$ cat src/rtl/evt_irq_pkg.sv
// Package: register map, event and status layout for the event/interrupt block
package evt_irq_pkg;

    localparam int NUM_EVENTS = 27;
    localparam int NUM_STATUS = 15;

    // Register byte offsets
    localparam logic [7:0] OFF_NEW_EVENT = 8'h00;
    localparam logic [7:0] OFF_SNAP_EVENT = 8'h04;
    localparam logic [7:0] OFF_EVENT = 8'h08;
    localparam logic [7:0] OFF_EVENT_ENABLE = 8'h0C;
    localparam logic [7:0] OFF_INT_STATUS = 8'h10;
    localparam logic [7:0] OFF_INT_ENABLE = 8'h14;
    localparam logic [7:0] OFF_INT_SET = 8'h18;

    // Reset values
    localparam logic [NUM_EVENTS-1:0] EVENT_ENABLE_RST = 27'h7FFFFFF;
    localparam logic [NUM_STATUS-1:0] INT_ENABLE_RST = 15'h0000;

    // Event bit positions
    localparam int EV_OUT_MAILBOX_READ = 0;
    localparam int EV_IN_MAILBOX_WRITE = 1;
    localparam int EV_BOOT_TIMEOUT = 2;
    localparam int EV_BOOT_PROTOCOL_ERROR = 3;
    localparam int EV_BOOT_SIZE_ERROR = 4;
    localparam int EV_BOOT_NO_DEVICE = 5;
    localparam int EV_BOOT_SUCCESS = 6;
    localparam int EV_SLAVE_COLLISION = 7;
    localparam int EV_SLAVE_TRANSACTION_TIMEOUT = 8;
    localparam int EV_SLAVE_BYTE_TIMEOUT = 9;
    localparam int EV_SLAVE_CLOCK_LOW_TIMEOUT = 10;
    localparam int EV_SLAVE_REG_WRITE_DONE = 11;
    localparam int EV_SLAVE_REG_READ_DONE = 12;
    localparam int EV_SLAVE_TRANSFER_DONE = 13;
    localparam int EV_DIAG_TIMER_EXPIRED = 14;
    localparam int EV_DIAG_HISTORY_FILLING = 15;
    localparam int EV_DIAG_COMMAND_DONE = 16;
    localparam int EV_MASTER_COLLISION = 17;
    localparam int EV_MASTER_TRANSACTION_TIMEOUT = 18;
    localparam int EV_MASTER_BYTE_TIMEOUT = 19;
    localparam int EV_MASTER_CLOCK_LOW_TIMEOUT = 20;
    localparam int EV_MASTER_NACK = 21;
    localparam int EV_MASTER_ARBITRATION_TIMEOUT = 22;
    localparam int EV_MASTER_TRANSFER_DONE = 23;

    // Status bit positions
    localparam int ST_OUT_MAILBOX_EMPTY = 0;
    localparam int ST_IN_MAILBOX_FULL = 1;
    localparam int ST_BOOT_FAIL = 2;
    localparam int ST_BOOT_SUCCESS = 3;
    localparam int ST_SLAVE_FAIL = 4;
    localparam int ST_SLAVE_WRITE = 5;
    localparam int ST_SLAVE_READ = 6;
    localparam int ST_SLAVE_SUCCESS = 7;
    localparam int ST_MASTER_DIAGNOSTIC = 8;
    localparam int ST_MASTER_COLLISION = 9;
    localparam int ST_MASTER_TIMEOUT = 10;
    localparam int ST_MASTER_NACK = 11;
    localparam int ST_MASTER_ARBITRATION_TIMEOUT = 12;
    localparam int ST_MASTER_SUCCESS = 13;

    // Status-to-event map, one event mask per status bit
    typedef logic [NUM_EVENTS-1:0] event_vec_t;
    typedef logic [NUM_STATUS-1:0] status_vec_t;

    localparam event_vec_t STATUS_MAP [NUM_STATUS] = '{
        27'h0000001, // out mailbox empty
        27'h0000002, // in mailbox full
        27'h000003C, // boot fail
        27'h0000040, // boot success
        27'h0000780, // slave fail
        27'h0000800, // slave write
        27'h0001000, // slave read
        27'h0002000, // slave success
        27'h001C000, // master diagnostic
        27'h0020000, // master collision
        27'h01C0000, // master timeout
        27'h0200000, // master nack
        27'h0400000, // master arbitration timeout
        27'h0800000, // master success
        27'h0000000  // spare
    };

    typedef struct packed {
        logic [31:0] data;
        logic [1:0] resp;
    } rd_resp_s;

    localparam logic [1:0] RESP_OKAY = 2'h0;
    localparam logic [1:0] RESP_SLVERR = 2'h2;

endpackage

$ cat src/rtl/serial_bus_event_irq_logic.sv
// Event capture, snapshot, status aggregation and interrupt output with AXI4-Lite slave
//
// Notes on behaviour
// - Logic event or software write sets new-event
// - Virtual event reads new-event OR snapshot
// - Status read moves new-events into snapshot
// - Enabled events OR into their status bit
// - Enabled status bits OR into one interrupt
// - Status write-1 clears mapped enabled snapshot bits
// - Status clear leaves new-event bits alone
// - Snapshot readable, write-1 clears snapshot bits
// - New-event readable, write loads the written lanes: ones set, zeros clear
// - Virtual event write-1 clears both registers
// - Set wins over a simultaneous clear
// - Event enables all set after reset
// - Mailbox statuses come from single mailbox events
// - Boot fail combines four boot error events
// - Boot success status from boot success event
// - Slave fail combines four slave error events
// - Slave write, read, success single events
// - Master diagnostic combines three diagnostic events
// - Master collision single; timeout combines three
// - Nack, arbitration timeout, success single events
//
// The register offsets and the AXI4-Lite register port were chosen for this implementation.
`timescale 1ns/1ps

module serial_bus_event_irq_logic
    import evt_irq_pkg::*;
#(
    parameter int ADDR_WIDTH = 8
) (
    input wire logic sys_clk,
    input wire logic rst_n,
    input wire logic [NUM_EVENTS-1:0] event_pulse,
    output logic irq,
    input wire logic [ADDR_WIDTH-1:0] s_axi_awaddr,
    input wire logic [2:0] s_axi_awprot,
    input wire logic s_axi_awvalid,
    output logic s_axi_awready,
    input wire logic [31:0] s_axi_wdata,
    input wire logic [3:0] s_axi_wstrb,
    input wire logic s_axi_wvalid,
    output logic s_axi_wready,
    output logic [1:0] s_axi_bresp,
    output logic s_axi_bvalid,
    input wire logic s_axi_bready,
    input wire logic [ADDR_WIDTH-1:0] s_axi_araddr,
    input wire logic [2:0] s_axi_arprot,
    input wire logic s_axi_arvalid,
    output logic s_axi_arready,
    output logic [31:0] s_axi_rdata,
    output logic [1:0] s_axi_rresp,
    output logic s_axi_rvalid,
    input wire logic s_axi_rready
);

    // Decoder reads address bits 7:2, so narrower buses cannot reach the map
    if (ADDR_WIDTH < 8 || ADDR_WIDTH > 32) begin : g_bad_addr_width
        $error("ADDR_WIDTH must be 8 to 32");
    end

    ////////////////////////////////////////////////////////////////////////
    // Storage

    event_vec_t new_event_q;
    event_vec_t snap_event_q;
    event_vec_t event_enable_q;
    status_vec_t int_enable_q;
    event_vec_t virt_event;
    event_vec_t gated_event;
    status_vec_t int_status;

    ////////////////////////////////////////////////////////////////////////
    // Write channel: address and data latched in either order

    logic aw_held_q;
    logic w_held_q;
    logic [ADDR_WIDTH-1:0] aw_addr_q;
    logic [31:0] w_data_q;
    logic [3:0] w_strb_q;
    logic bvalid_q;
    logic [1:0] bresp_q;
    logic wr_fire;

    assign s_axi_awready = !aw_held_q && !bvalid_q;
    assign s_axi_wready = !w_held_q && !bvalid_q;
    assign wr_fire = aw_held_q && w_held_q && !bvalid_q;
    assign s_axi_bvalid = bvalid_q;
    assign s_axi_bresp = bresp_q;

    always_ff @(posedge sys_clk) begin
        if (!rst_n) begin
            aw_held_q <= 1'b0;
            aw_addr_q <= '0;
        end else if (s_axi_awvalid && s_axi_awready) begin
            aw_held_q <= 1'b1;
            aw_addr_q <= s_axi_awaddr;
        end else if (wr_fire) begin
            aw_held_q <= 1'b0;
        end
    end

    always_ff @(posedge sys_clk) begin
        if (!rst_n) begin
            w_held_q <= 1'b0;
            w_data_q <= '0;
            w_strb_q <= '0;
        end else if (s_axi_wvalid && s_axi_wready) begin
            w_held_q <= 1'b1;
            w_data_q <= s_axi_wdata;
            w_strb_q <= s_axi_wstrb;
        end else if (wr_fire) begin
            w_held_q <= 1'b0;
        end
    end

    // Byte-enabled write data; unwritten lanes act as zeros, so they neither set nor clear
    logic [31:0] wmask;
    logic [31:0] wlanes;
    logic [7:0] wr_off;
    logic wr_known;

    always_comb begin
        for (int b = 0; b < 4; b++) begin
            wmask[b*8 +: 8] = w_strb_q[b] ? w_data_q[b*8 +: 8] : 8'h00;
            wlanes[b*8 +: 8] = {8{w_strb_q[b]}};
        end
        wr_off = {aw_addr_q[7:2], 2'b00};
        case (wr_off)
            OFF_NEW_EVENT, OFF_SNAP_EVENT, OFF_EVENT, OFF_EVENT_ENABLE,
            OFF_INT_STATUS, OFF_INT_ENABLE, OFF_INT_SET: wr_known = 1'b1;
            default: wr_known = 1'b0;
        endcase
        if (ADDR_WIDTH > 8 && (aw_addr_q >> 8) != '0) begin
            wr_known = 1'b0;
        end
    end

    always_ff @(posedge sys_clk) begin
        if (!rst_n) begin
            bvalid_q <= 1'b0;
            bresp_q <= RESP_OKAY;
        end else if (wr_fire) begin
            bvalid_q <= 1'b1;
            bresp_q <= wr_known ? RESP_OKAY : RESP_SLVERR;
        end else if (s_axi_bready) begin
            bvalid_q <= 1'b0;
        end
    end

    logic wr_new;
    logic wr_snap;
    logic wr_virt;
    logic wr_status;
    logic wr_set;
    event_vec_t wr_ev_bits;
    event_vec_t wr_ev_lanes;
    event_vec_t virt_clr;
    status_vec_t wr_st_bits;

    assign wr_new = wr_fire && wr_known && wr_off == OFF_NEW_EVENT;
    assign wr_snap = wr_fire && wr_known && wr_off == OFF_SNAP_EVENT;
    assign wr_virt = wr_fire && wr_known && wr_off == OFF_EVENT;
    assign wr_status = wr_fire && wr_known && wr_off == OFF_INT_STATUS;
    assign wr_set = wr_fire && wr_known && wr_off == OFF_INT_SET;
    assign wr_ev_bits = wmask[NUM_EVENTS-1:0];
    assign wr_ev_lanes = wlanes[NUM_EVENTS-1:0];
    assign virt_clr = wr_virt ? wr_ev_bits : '0;
    assign wr_st_bits = wmask[NUM_STATUS-1:0];

    ////////////////////////////////////////////////////////////////////////
    // Read channel

    logic rvalid_q;
    rd_resp_s rd_q;
    logic rd_fire;
    logic rd_status;
    rd_resp_s rd_d;

    assign s_axi_arready = !rvalid_q;
    assign rd_fire = s_axi_arvalid && s_axi_arready;
    assign s_axi_rvalid = rvalid_q;
    assign s_axi_rdata = rd_q.data;
    assign s_axi_rresp = rd_q.resp;

    always_comb begin
        rd_d.data = 32'h00000000;
        rd_d.resp = RESP_OKAY;
        case ({s_axi_araddr[7:2], 2'b00})
            OFF_NEW_EVENT: rd_d.data[NUM_EVENTS-1:0] = new_event_q;
            OFF_SNAP_EVENT: rd_d.data[NUM_EVENTS-1:0] = snap_event_q;
            OFF_EVENT: rd_d.data[NUM_EVENTS-1:0] = virt_event;
            OFF_EVENT_ENABLE: rd_d.data[NUM_EVENTS-1:0] = event_enable_q;
            OFF_INT_STATUS: rd_d.data[NUM_STATUS-1:0] = int_status;
            OFF_INT_ENABLE: rd_d.data[NUM_STATUS-1:0] = int_enable_q;
            OFF_INT_SET: rd_d.data = 32'h00000000;
            default: rd_d.resp = RESP_SLVERR;
        endcase
        if (ADDR_WIDTH > 8 && (s_axi_araddr >> 8) != '0) begin
            rd_d.data = 32'h00000000;
            rd_d.resp = RESP_SLVERR;
        end
    end

    assign rd_status = rd_fire && rd_d.resp == RESP_OKAY
        && {s_axi_araddr[7:2], 2'b00} == OFF_INT_STATUS;

    always_ff @(posedge sys_clk) begin
        if (!rst_n) begin
            rvalid_q <= 1'b0;
            rd_q <= '0;
        end else if (rd_fire) begin
            rvalid_q <= 1'b1;
            rd_q <= rd_d;
        end else if (s_axi_rready) begin
            rvalid_q <= 1'b0;
        end
    end

    ////////////////////////////////////////////////////////////////////////
    // Event logic

    // Status bits expanded into the events they own; only the clear mask is restricted to enabled events
    event_vec_t set_from_status;
    event_vec_t clr_from_status;

    always_comb begin
        set_from_status = '0;
        clr_from_status = '0;
        for (int s = 0; s < NUM_STATUS; s++) begin
            if (wr_st_bits[s]) begin
                set_from_status = set_from_status | STATUS_MAP[s];
                clr_from_status = clr_from_status | (STATUS_MAP[s] & event_enable_q);
            end
        end
    end

    always_ff @(posedge sys_clk) begin
        if (!rst_n) begin
            event_enable_q <= EVENT_ENABLE_RST;
            int_enable_q <= INT_ENABLE_RST;
        end else if (wr_fire && wr_known) begin
            if (wr_off == OFF_EVENT_ENABLE) begin
                event_enable_q <= w_data_q[NUM_EVENTS-1:0];
            end
            if (wr_off == OFF_INT_ENABLE) begin
                int_enable_q <= w_data_q[NUM_STATUS-1:0];
            end
        end
    end

    // New-event register: clears first, sets last so a set always wins
    event_vec_t new_event_d;

    always_comb begin
        new_event_d = new_event_q;
        if (rd_status) begin
            new_event_d = '0;
        end
        if (wr_virt) begin
            new_event_d = new_event_d & ~wr_ev_bits;
        end
        if (wr_new) begin
            new_event_d = (new_event_d & ~wr_ev_lanes) | wr_ev_bits;
        end
        if (wr_set) begin
            new_event_d = new_event_d | set_from_status;
        end
        new_event_d = new_event_d | event_pulse;
    end

    // New-event write loads the written lanes: ones set, zeros clear

    event_vec_t snap_event_d;

    // Clears first, copy last: a read racing a clear must not drop newer events
    always_comb begin
        snap_event_d = snap_event_q;
        if (wr_status) begin
            snap_event_d = snap_event_d & ~clr_from_status;
        end
        if (wr_snap || wr_virt) begin
            snap_event_d = snap_event_d & ~wr_ev_bits;
        end
        if (rd_status) begin
            snap_event_d = snap_event_d | (new_event_q & ~virt_clr);
        end
    end

    always_ff @(posedge sys_clk) begin
        if (!rst_n) begin
            new_event_q <= '0;
            snap_event_q <= '0;
        end else begin
            new_event_q <= new_event_d;
            snap_event_q <= snap_event_d;
        end
    end

    ////////////////////////////////////////////////////////////////////////
    // Status aggregation and interrupt

    assign virt_event = new_event_q | snap_event_q;
    assign gated_event = virt_event & event_enable_q;

    always_comb begin
        for (int s = 0; s < NUM_STATUS; s++) begin
            // Map fixes which events feed each status bit
            int_status[s] = |(gated_event & STATUS_MAP[s]);
        end
    end

    always_ff @(posedge sys_clk) begin
        if (!rst_n) begin
            irq <= 1'b0;
        end else begin
            irq <= |(int_status & int_enable_q);
        end
    end

endmodule // serial_bus_event_irq_logic

$ cat config.mk
export PLATFORM = sky130hd
export DESIGN_NAME = serial_bus_event_irq_logic
export DESIGN_NICKNAME = d
export VERILOG_FILES = /design/src/rtl/evt_irq_pkg.sv /design/src/rtl/serial_bus_event_irq_logic.sv
export SDC_FILE = /design/constraint.sdc
export NUM_CORES = 1
export LEC_CHECK = 0
export BUFFER_PORTS_ARGS = -buffer_cell sky130_fd_sc_hd__buf_2
export CELL_PAD_IN_SITES_DETAIL_PLACEMENT = 1
export CELL_PAD_IN_SITES_GLOBAL_PLACEMENT = 1
export CORE_MARGIN = 5
export CORE_UTILIZATION = 43
export CTS_BUF_LIST = sky130_fd_sc_hd__clkbuf_4
export DETAILED_ROUTE_END_ITERATION = 12
export GPL_ROUTABILITY_DRIVEN = 0
export PLACE_DENSITY = 0.83
export SLEW_MARGIN = 30
export SYNTH_ARGS = -nofsm -noshare
export SYNTH_HDL_FRONTEND = slang
export SYNTH_SLANG_ARGS = --single-unit
$ cat constraint.sdc
create_clock -name sys_clk -period 2.6 [get_ports sys_clk]
set_input_delay 0.52 -clock sys_clk [delete_from_list [all_inputs] [get_ports sys_clk]]
set_output_delay 0.52 -clock sys_clk [all_outputs]
set_load 0.01 [all_outputs]
==> summary.log <==
qor: status.status finished clean
qor: logic_synthesis.synth_enable_flop_cells 0
qor: min_path.worstHoldPathType in -> reg
qor: die.core.rowCount 49
qor: logic_synthesis.synthesis.yosys.warnings 0
qor: power_and_ir_drop.total_leakage_power 3.68 nW
qor: setup_path.timing_worst_setup_path_type reg -> reg
qor: layout.layout-drive-gt1-share 0.174
qor: grt.grt_start_max_net_pins 55
qor: placed_design.io_buffers 111
qor: layout.fill_cell_total_of_the_finished_layout 2,242
qor: layout.layout.nets 1,180
qor: sta.final.period_utilization 0.918
qor: die.dieArea 21,300 sq um
qor: sta.sum_of_negative_setup_slack 0 ns
qor: clock_tree.clkSinkCount 167
qor: die.core_area 18,100 sq um
qor: layout.layout_commonest_cell sky130_fd_sc_hd__nand2_1
qor: sta.period_needed 2.39 ns
qor: grt.grt_pass1_vias 7,927
qor: logic_synthesis.asyncSetResetFlopFracSynth 0
qor: power_and_ir_drop.worst_case_vdd_ir_drop 268 uV
qor: clock_tree.holdBufCountCts 0
qor: drt.routed-via-count 8,175
qor: sta.fin_ws 0.214 ns
qor: sta.timing.max_slew.rel_slack 0.384
qor: layout.multi_input_area 4220 sq um
qor: clock_tree.source_to_sink_clock_delay_at_the_later_pin_of_the_worst_skew_pair 0.59 ns
qor: min_path.hold-path-cell-count 2
qor: clock_tree.cts_inserted_buffers 17
qor: layout.mostFrequentLayoutCells sky130_fd_sc_hd__nand2_1, sky130_fd_sc_hd__dfxtp_1, sky130_fd_sc_hd__buf_2
qor: drt.routed_wire_length_per_instance 21.4 um
qor: sta.finish_stage_setup_viols 0
qor: placed_design.placement.cell_area 8770 sq um
qor: placed_design.dp_slack 0.189 ns
qor: setup_path.critPathCaptureType register
qor: sta.peak_clock_frequency_supported_by_timing 419 MHz
qor: placed_design.place.detailed.hpwl 20.7 mm
qor: grt.grt_antenna_before_repair 1
qor: setup_path.timing.critical_path.fanout_max 14
qor: logic_synthesis.post_synth_instance_area 7950 sq um
qor: logic_synthesis.ys_ff_latch 167
qor: clock_tree.cts.repair.resized 0
qor: setup_path.critical_path.startpoint_type register
qor: layout.final_design_area_excluding_fillers 9140 sq um
qor: die.die_x 146 um
qor: power_and_ir_drop.power_density 580 nW/um^2
qor: drt.routed_wl 28.4 mm
qor: layout.layout.area.seq 3340 sq um
qor: clock_tree.cts.htree.levels 4
qor: die.top_level_ports 134
qor: sta.max_slew.worst_pin.slew 0.919 ns
qor: drt.post_route_drc 0
qor: clock_tree.clock_path_buffers 2
qor: clock_tree.post_cts.repair.setup_buffers 0
qor: sta.final_max_slew_viol_count 0
qor: sta.number_of_hold_slack_violations_in_the_final_timing_report 0
qor: drt.detailedRoute.firstIterationViolations 745
qor: logic_synthesis.yosysSeqAreaShare 0.421
qor: grt.wire_length_of_the_first_global_routing_pass 44.6 mm
qor: layout.syn2layout_area_growth 15.0%
qor: sta.setup_repair_after_global_routing_missed_its_margin false
qor: die.start_util 0.440
qor: clock_tree.tritoncts_clock_tree done
qor: setup_path.ff2ff_path_depth 6
qor: grt.grt_use_total 0.262
qor: logic_synthesis.synth.distinct_cells 57
qor: drt.via_per_inst 6.14
qor: logic_synthesis.synth_ff_type sky130_fd_sc_hd__dfxtp_1
qor: clock_tree.root_buffer_master sky130_fd_sc_hd__clkbuf_4
qor: drt.detail-route-antenna-nets 0
qor: flow_run.drv_cap 0
qor: logic_synthesis.netlist_instances 997
qor: clock_tree.clk_pin_slew 0.15 ns
qor: grt.globalRoute.totalOverflow 0
qor: sta.clock_skew 0.0198 ns
qor: sta.worst_hold_slack 0.142 ns
qor: setup_path.worstPathArrival 2.90 ns
qor: logic_synthesis.avgSynthCellArea 7.97 sq um
qor: setup_path.cp_data_required_time 3.11 ns
qor: die.fp.dieH 146 um
qor: drt.detail_route.first_pass.iterations 7
-- Yosys cell counts (10+ instances only) --
library cell | instances | area [sq um]
sky130_fd_sc_hd__inv_1 | 11 | 41.3
sky130_fd_sc_hd__a211oi_1 | 24 | 180
sky130_fd_sc_hd__o22ai_1 | 20 | 125
sky130_fd_sc_hd__nand3_1 | 46 | 230
sky130_fd_sc_hd__and3_1 | 10 | 62.6
sky130_fd_sc_hd__a31oi_1 | 13 | 81.3
sky130_fd_sc_hd__mux2i_1 | 43 | 430
sky130_fd_sc_hd__nor2_1 | 38 | 143
sky130_fd_sc_hd__a21oi_1 | 108 | 541
sky130_fd_sc_hd__a221oi_1 | 12 | 105
sky130_fd_sc_hd__buf_2 | 13 | 65.1
sky130_fd_sc_hd__nand2_1 | 195 | 732
sky130_fd_sc_hd__dfxtp_1 | 167 | 3340
sky130_fd_sc_hd__o211ai_1 | 25 | 188
sky130_fd_sc_hd__a22o_1 | 16 | 140
sky130_fd_sc_hd__o21ai_0 | 74 | 370
sky130_fd_sc_hd__clkbuf_1 | 54 | 203
sky130_fd_sc_hd__nand4_1 | 17 | 106
-- registers in the layout (all words and copies together) (netlist names), 4 cells and up --
| name | count |
|---|---|
| aw_addr_q | 6 |
| s_axi_rdata | 27 |
| int_enable_q | 15 |
| new_event_q | 27 |
| event_enable_q | 27 |
| w_strb_q | 4 |
| w_data_q | 27 |
| snap_event_q | 27 |
-- power by group --
part | leakage, nW | switching, mW | internal [mW]
registers | 1.36 | 0.136 | 2.65
clock network | 0.191 | 1.02 | 0.888
logic | 2.13 | 0.381 | 0.231
-- metrics by stage --
step	util	total power [mW]	std cells
after CTS	0.505	5.32	1330
after global placement	0.485	3.42	1298
after detailed placement	0.485	3.44	1298
after floorplan	-	3.17	1003
after global routing	0.505	5.51	1331
final	0.505	5.31	1331
-- routing by layer --
layer,vias up,global-route usage,routed length [um],share of wire
met2,317,0.418,13000,0.46
met1,3993,0.368,12900,0.46
met4,0,0.0762,581,0.020
li1,3824,-,-,-
met3,41,0.0408,1950,0.069
met5,-,0,0,0
-- cells by family after synthesis --
kind of cell	synth area share
mux	0.0541
compound gates	0.263
flops	0.421
simple gates	0.207
buf+inv	0.0521
xor+xnor	0.00220
other cells	0.000472
-- path summary, 6_finish.rpt --
check | start | to | slack (ns)
max reg2reg | s_axi_bvalid | new_event_q[5] | 0.21
max | s_axi_bvalid | new_event_q[5] | 0.21
min | event_pulse[18] | new_event_q[18] | 0.14
min reg2reg | s_axi_rdata[6] | s_axi_rdata[6] | 0.47
-- worst max-delay path, cell delays in order, from the launching register on --
cell and delay [ns]:
sky130_fd_sc_hd__dfxtp_1 0.45, sky130_fd_sc_hd__nand3b_1 0.39, sky130_fd_sc_hd__nor2_1 0.11, sky130_fd_sc_hd__buf_4 0.21, sky130_fd_sc_hd__a31oi_1 0.67, sky130_fd_sc_hd__o211ai_1 0.24
sky130_fd_sc_hd__a21oi_1 0.23
-- area by class of cell --
type | instances | share of cell area
Antenna cell | 1 | 0.000274
Multi-Input combinational cell | 741 | 0.461
Inverter | 11 | 0.00452
Clock buffer | 17 | 0.0140
Clock inverter | 15 | 0.0261
Sequential cell | 167 | 0.366
Timing Repair Buffer | 150 | 0.0969
Tap cell | 229 | 0.0313
Power figures use the tool's default switching activity.
